## src/shared/setting_id_params.svh

```systemverilog
// Offsets, field positions, reset values and timing counts for the latched
// setting and identification register group.
// Assumes an 8-bit register address space reached by the serial front end.
`ifndef SETTING_ID_PARAMS_SVH
`define SETTING_ID_PARAMS_SVH

`define OFS_PENDING_DISABLE    8'h1C
`define OFS_PENDING_RANGE      8'h1D
`define OFS_ACTIVE_DISABLE     8'h22
`define OFS_ACTIVE_RANGE       8'h23
`define OFS_LATCHED_DISABLE    8'h25
`define OFS_LATCHED_RANGE      8'h26
`define OFS_PRODUCT_IDENTIFIER         8'hFD
`define OFS_MAKER_ID           8'hFE
`define OFS_DIE_REVISION_IDENTIFIER        8'hFF

`define SKIP_MSB               7
`define SKIP_LSB               4
`define SENSE_MSB              7
`define SENSE_LSB              4
`define BUSV_MSB               3
`define BUSV_LSB               0

`define RESET_DISABLE          8'h00
`define RESET_RANGE            8'h00

`define SETTLE_TIME_US         1000
`define CLK_PERIOD_NS          100
`define SETTLE_CYCLES          ((`SETTLE_TIME_US * 1000 + `CLK_PERIOD_NS - 1) / `CLK_PERIOD_NS)

`endif

```

## src/shared/setting_id_pkg.sv

```systemverilog
// Types shared by the latched setting and identification register group.
// Assumes nothing beyond the device clock domain.
package setting_id_pkg;
  typedef logic [7:0] reg_byte_t;
  typedef logic [3:0] chan_bits_t;
  typedef enum logic [1:0] {
    RANGE_UNIPOLAR_BIN,
    RANGE_BIPOLAR_TWOS
  } range_code_e;
endpackage

```

## src/hdl/latched_setting_and_id_regs.sv

```systemverilog
// Latched setting snapshots and fixed identification bytes of a four-channel
// power monitor. Assumes the serial front end presents one-cycle read/write
// strobes with an 8-bit address, all synchronous to sys_clk.
`timescale 1ns/1ps
`include "setting_id_params.svh"

module latched_setting_and_id_regs #(
  parameter int                        CHANNELS     = 4,
  parameter setting_id_pkg::reg_byte_t PRODUCT_CODE = 8'h2A,  // Arbitrary value
  parameter setting_id_pkg::reg_byte_t MAKER_CODE   = 8'h3C,  // Arbitrary value
  parameter setting_id_pkg::reg_byte_t DIE_REV_CODE = 8'h07,  // Arbitrary value
  parameter int                        SETTLE_COUNT = `SETTLE_CYCLES
) (
  input  wire logic                      sys_clk,
  input  wire logic                      resetn,
  input  wire logic                      reg_wr,
  input  wire logic                      reg_rd,
  input  wire setting_id_pkg::reg_byte_t reg_addr,
  input  wire setting_id_pkg::reg_byte_t reg_wdata,
  input  wire logic                      refresh,
  output setting_id_pkg::reg_byte_t      reg_rdata,
  output logic                           reg_hit,
  output setting_id_pkg::chan_bits_t     channel_skip_bit,
  output setting_id_pkg::chan_bits_t     sense_bipolar_bit,
  output setting_id_pkg::chan_bits_t     busv_bipolar_bit,
  output logic                           latched_valid
);
  import setting_id_pkg::*;

  reg_byte_t pending_disable;
  reg_byte_t pending_range;
  reg_byte_t active_channel_disable;
  reg_byte_t active_bidirectional_range;
  reg_byte_t latched_channel_disable;
  reg_byte_t latched_bidirectional_range;
  logic [$clog2(SETTLE_COUNT+1)-1:0] settle_cnt;

  wire sel_pend_dis  = (reg_addr == `OFS_PENDING_DISABLE);
  wire sel_pend_rng  = (reg_addr == `OFS_PENDING_RANGE);
  wire sel_act_dis   = (reg_addr == `OFS_ACTIVE_DISABLE);
  wire sel_act_rng   = (reg_addr == `OFS_ACTIVE_RANGE);
  wire sel_lat_dis   = (reg_addr == `OFS_LATCHED_DISABLE);
  wire sel_lat_rng   = (reg_addr == `OFS_LATCHED_RANGE);
  wire sel_product   = (reg_addr == `OFS_PRODUCT_IDENTIFIER);
  wire sel_maker     = (reg_addr == `OFS_MAKER_ID);
  wire sel_revision  = (reg_addr == `OFS_DIE_REVISION_IDENTIFIER);
  wire any_sel       = sel_pend_dis | sel_pend_rng | sel_act_dis | sel_act_rng |
                       sel_lat_dis | sel_lat_rng | sel_product | sel_maker |
                       sel_revision;

  // Only the pending pair accepts writes; everything else here is read-only
  wire wr_pend_dis   = reg_wr & sel_pend_dis;
  wire wr_pend_rng   = reg_wr & sel_pend_rng;

  // Disable keeps only the channel nibble, so the low bits can never leak
  wire reg_byte_t pend_dis_masked = {reg_wdata[`SKIP_MSB:`SKIP_LSB], 4'h0};

  wire reg_byte_t next_rdata =
      sel_pend_dis ? pending_disable :
      sel_pend_rng ? pending_range :
      sel_act_dis  ? active_channel_disable :
      sel_act_rng  ? active_bidirectional_range :
      sel_lat_dis  ? latched_channel_disable :
      sel_lat_rng  ? latched_bidirectional_range :
      sel_product  ? PRODUCT_CODE :
      sel_maker    ? MAKER_CODE :
      sel_revision ? DIE_REV_CODE :
      8'h00;

  always_ff @(posedge sys_clk or negedge resetn) begin
    if (!resetn) begin
      pending_disable <= `RESET_DISABLE;
      pending_range   <= `RESET_RANGE;
    end else begin
      if (wr_pend_dis) begin
        pending_disable <= pend_dis_masked;
      end
      if (wr_pend_rng) begin
        pending_range <= reg_wdata;
      end
    end
  end

  // A write and a refresh in one cycle: the refresh takes the old pending value
  always_ff @(posedge sys_clk or negedge resetn) begin
    if (!resetn) begin
      active_channel_disable     <= `RESET_DISABLE;
      active_bidirectional_range <= `RESET_RANGE;
      latched_channel_disable    <= `RESET_DISABLE;
      latched_bidirectional_range <= `RESET_RANGE;
    end else if (refresh) begin
      active_channel_disable      <= pending_disable;
      active_bidirectional_range  <= pending_range;
      latched_channel_disable     <= active_channel_disable;
      latched_bidirectional_range <= active_bidirectional_range;
    end
  end

  // Read data is registered; reads change no state
  always_ff @(posedge sys_clk or negedge resetn) begin
    if (!resetn) begin
      reg_rdata <= 8'h00;
      reg_hit   <= 1'b0;
    end else begin
      reg_hit <= reg_rd & any_sel;
      if (reg_rd) begin
        reg_rdata <= next_rdata;
      end
    end
  end

  // Settle counter mirrors the window the host must wait before trusting latches
  always_ff @(posedge sys_clk or negedge resetn) begin
    if (!resetn) begin
      settle_cnt <= '0;
    end else if (refresh) begin
      settle_cnt <= ($clog2(SETTLE_COUNT+1))'(SETTLE_COUNT);
    end else if (settle_cnt != '0) begin
      settle_cnt <= settle_cnt - 1'b1;
    end
  end

  assign latched_valid = (settle_cnt == '0);

  // Channel n sits at the MSB side: bit 7, or bit 3 for the bus voltage field, is channel one
  for (genvar ch = 0; ch < CHANNELS; ch++) begin : g_chan
    assign channel_skip_bit[ch]  = latched_channel_disable[`SKIP_MSB - ch];
    assign sense_bipolar_bit[ch] = latched_bidirectional_range[`SENSE_MSB - ch];
    assign busv_bipolar_bit[ch]  = latched_bidirectional_range[`BUSV_MSB - ch];
  end
endmodule

```

## config.mk

```make
export PLATFORM = sky130hd
export DESIGN_NAME = latched_setting_and_id_regs
export DESIGN_NICKNAME = d
export VERILOG_FILES = /design/src/shared/setting_id_pkg.sv /design/src/hdl/latched_setting_and_id_regs.sv
export VERILOG_INCLUDE_DIRS = /design/src /design/src/shared
export SDC_FILE = /design/constraint.sdc
export NUM_CORES = 1
export LEC_CHECK = 0
export BUFFER_PORTS_ARGS = -buffer_cell sky130_fd_sc_hd__buf_2
export CAP_MARGIN = 20
export CORE_ASPECT_RATIO = 0.8
export CORE_MARGIN = 1.5
export CORE_UTILIZATION = 42
export CTS_CLUSTER_DIAMETER = 30
export DETAILED_ROUTE_END_ITERATION = 8
export GPL_ROUTABILITY_DRIVEN = 0
export HOLD_SLACK_MARGIN = 0.03
export PLACE_DENSITY_LB_ADDON = 0.3
export SLEW_MARGIN = 20
export SYNTH_ARGS = -nofsm -noshare
export SYNTH_HDL_FRONTEND = slang
export SYNTH_SLANG_ARGS = --single-unit
export TNS_END_PERCENT = 10
```

## constraint.sdc

```tcl
create_clock -name sys_clk -period 4.5 [get_ports sys_clk]
set_clock_uncertainty 0.1 [all_clocks]
set_input_delay 0.225 -clock sys_clk [delete_from_list [all_inputs] [get_ports sys_clk]]
set_output_delay 0.225 -clock sys_clk [all_outputs]
set_load 0.05 [all_outputs]
```

==> flow_summary_export.csv <==
group,metric,value,unit
critical_path,critPathRequiredTime,4180,ps
synth,synth_common_cells,"59 x dfrtp_1, 25 x mux2_2, 16 x nor2_1",
timing,max-slew-margin-rel,46.2,%
final_layout,syn_to_final_growth,19.4,%
timing,min_period,2420,ps
critical_path,start_kind,"flop",
power,intPower,921,uW
clocking,cts.htree.levels,3,
synth,ys.flop_type,"dfrtp_1",
clocking,cts_buffers,9,
timing,hold_slack,195,ps
power,p_switching,380,uW
place,hpwl,4.69,mm
clocking,clkTransAtPathRegs,70,ps
routing,first_pass_iters,4,
routing,drc,0,
power,power_frac_comb,14.9,%
clocking,cts_setup_buffers,0,
final_layout,post-route-util,52.1,%
critical_path,timing_worst_setup_path_type,"reg -> out",
global_route,grt_overflow,0,
power,power_frac_clock,39.5,%
floorplan,die_h,78.7,um
timing,clock.fmax,0.413,GHz
power,cellPowerDensity,362,nW/um^2
final_layout,nNetsFinal,341,
synth,yosys.cell_types.count,57,
critical_path,arrival,2090,ps
synth,syn_area_per_cell,11.3,um^2
clocking,cts_sinks,59,
routing,drtIter0Drc,178,
status,status,"finished clean",
synth,yosys_warnings,0,
synth,ys_seq_elements,59,
global_route,grtUsageTotal,20.0,%
floorplan,coreArea,6890,um^2
global_route,first_global_vias,2347,
power,switching_share,29.2,%
clocking,root_buffer,"clkbuf_8",
synth,synth_area_leaders,"dfrtp_1 49%, mux2_2 9.4%, mux2_1 4.5%",
timing,rsz0062_at_grt,"false",
synth,syn-cell-area,3010,um^2
power,peakVddDrop,0.000155,V
final_layout,diodes,0,
routing,ant_nets,0,
floorplan,io-pin-count,43,
worst_hold_path,hold_class,"in -> reg",
final_layout,stdcell_count,411,
final_layout,fin_area,3590,um^2
power,seqPwrFrac,45.6,%
timing,hold_viol_final,0,
final_layout,multi_input_area,1460,um^2
place,place.port_buffers,42,
synth,synth_top_cell_by_area,"dfrtp_1",
routing,wl,7.03,mm
clocking,clk-insertion-delay-late,340,ps
power,leakagePower,1.68,nW
timing,setup_viol_count_final,0,
global_route,grt_start_max_net_pins,60,
place,placed_area,3290,um^2
synth,synthesis.nets,289,
run,drv_cap,0,
clocking,post_cts_resized,0,
critical_path,crit_fanout,7,
final_layout,seq_area,1480,um^2
synth,synth_top_cell_area_share,49.1,%
routing,num_vias,2317,
routing,via_per_inst,5.64,
timing,tns,0,ps
final_layout,fillers,652,
final_layout,drive_gt1_share,30.9,%
timing,worst_slack,2080,ps
place,dp_slack,2430,ps
clocking,cts_buffer_depth,2,
global_route,grt_pass1_wl,12.0,mm
timing,finalCritPeriodShare,53.7,%
synth,synthArstFlopShare,100,%
floorplan,row_count,27,
synth,syn-instance-count,267,
critical_path,endpoint_kind,"output port",
floorplan,initial_utilization,43.7,%
timing,drv_slew,0,
global_route,antenna_found_initial,0,
place,dp.cells,386,
clocking,cts_tree,"done",
power,fin_total_pwr,1.30,mW
synth,ys_seq_area_share,49.1,%
floorplan,die_w,97.6,um
synth,yosysMostFrequentCell,"dfrtp_1",
synth,synth-edff-count,0,
timing,worstMarginPinSlew,808,ps
routing,wl_per_cell,17.1,um
floorplan,dieArea,7680,um^2
registers in the layout, indices dropped and copies added (netlist names):
name                         count
active_channel_disable           4
reg_rdata                        8
active_bidirectional_range       8
latched_bidirectional_range      8
latched_channel_disable          4
pending_disable                  4
settle_cnt                      14
pending_range                    8
reg_hit                          1
worst paths after layout:
| path | startpoint | to | slack, ps | cells past startpoint |
|---|---|---|---|---|
| max | settle_cnt[0] | latched_valid | 2080 | 6 |
| min reg2reg | pending_disable[5] | pending_disable[5] | 410 | 1 |
| min in group asynchronous | resetn | settle_cnt[7] | 460 | 3 |
| min | reg_rd | reg_hit | 200 | 2 |
| max in group asynchronous | resetn | pending_range[0] | 3340 | 3 |
| max reg2reg | settle_cnt[0] | settle_cnt[10] | 2430 | 7 |
layout by cell type, fill, tap and decap left out, types with 3 or more instances in the layout:
cell | synthesis | layout
a211oi_1 | 4 | 4
a21oi_1 | 9 | 9
a31oi_1 | 11 | 11
a32oi_1 | 3 | 3
and3_1 | 5 | 5
buf_2 | 3 | 42
clkbuf_8 | 0 | 11
dfrtp_1 | 59 | 59
dlygate4sd3_1 | 0 | 9
inv_1 | 6 | 6
mux2_1 | 12 | 12
mux2_2 | 25 | 25
mux2i_1 | 4 | 4
nand2_1 | 12 | 12
nand2b_1 | 9 | 9
nand3_1 | 14 | 14
nor2_1 | 16 | 16
nor3_1 | 3 | 3
nor4_1 | 4 | 4
o21ai_0 | 6 | 6
xnor2_1 | 6 | 6
xor2_1 | 3 | 3
area by class of cell:
type	instances	share of cell area [%]
inverter	7	0.731
tap	87	3.03
sequential	59	41.1
clock buffer	11	4.21
timing repair buffer	52	8.57
clock inverter	5	1.67
multi-input combinational	190	40.7
repair_timing:
item,4_1_cts,5_1_grt
setup endpoints to repair,0,0
endpoints found under the hold margin,71,0
hold buffers,9,0
power by group through the flow:
stage          combinational [mW]  clock, mW  sequential [mW]
3_5_place_dp                0.188          0            0.603
3_3_place_gp                0.185          0            0.602
4_1_cts                     0.195      0.523            0.593
6_report                    0.194      0.513            0.593
5_1_grt                     0.213      0.543            0.599
2_1_floorplan              0.0936          0            0.637
logic make-up (layout without fill, tap and decap cells):
group	after synthesis	after routing	share of synthesized area, %
compound gates	48	48	11.3
xor+xnor	9	9	2.62
fa+ha+maj	1	1	0.416
buf+inv	18	75	2.37
flops	59	59	49.1
mux	41	41	15.2
simple gates	91	91	19.1
routing by layer:
layer	vias to the layer above	share of wire, %	global-route usage, %
li1	1096	-	-
met1	1127	49	28.3
met2	80	43	28.6
met3	14	6.2	5.72
met4	0	2.0	8.57
met5	-	0	0
critical path, cell delays in order, from the launching register on:
cell	delay [ps]
dfrtp_1	430
inv_1	80
ha_1	170
nor3b_2	500
nand3_2	240
inv_1	90
buf_2	260
(Power assumes the default switching activity.)
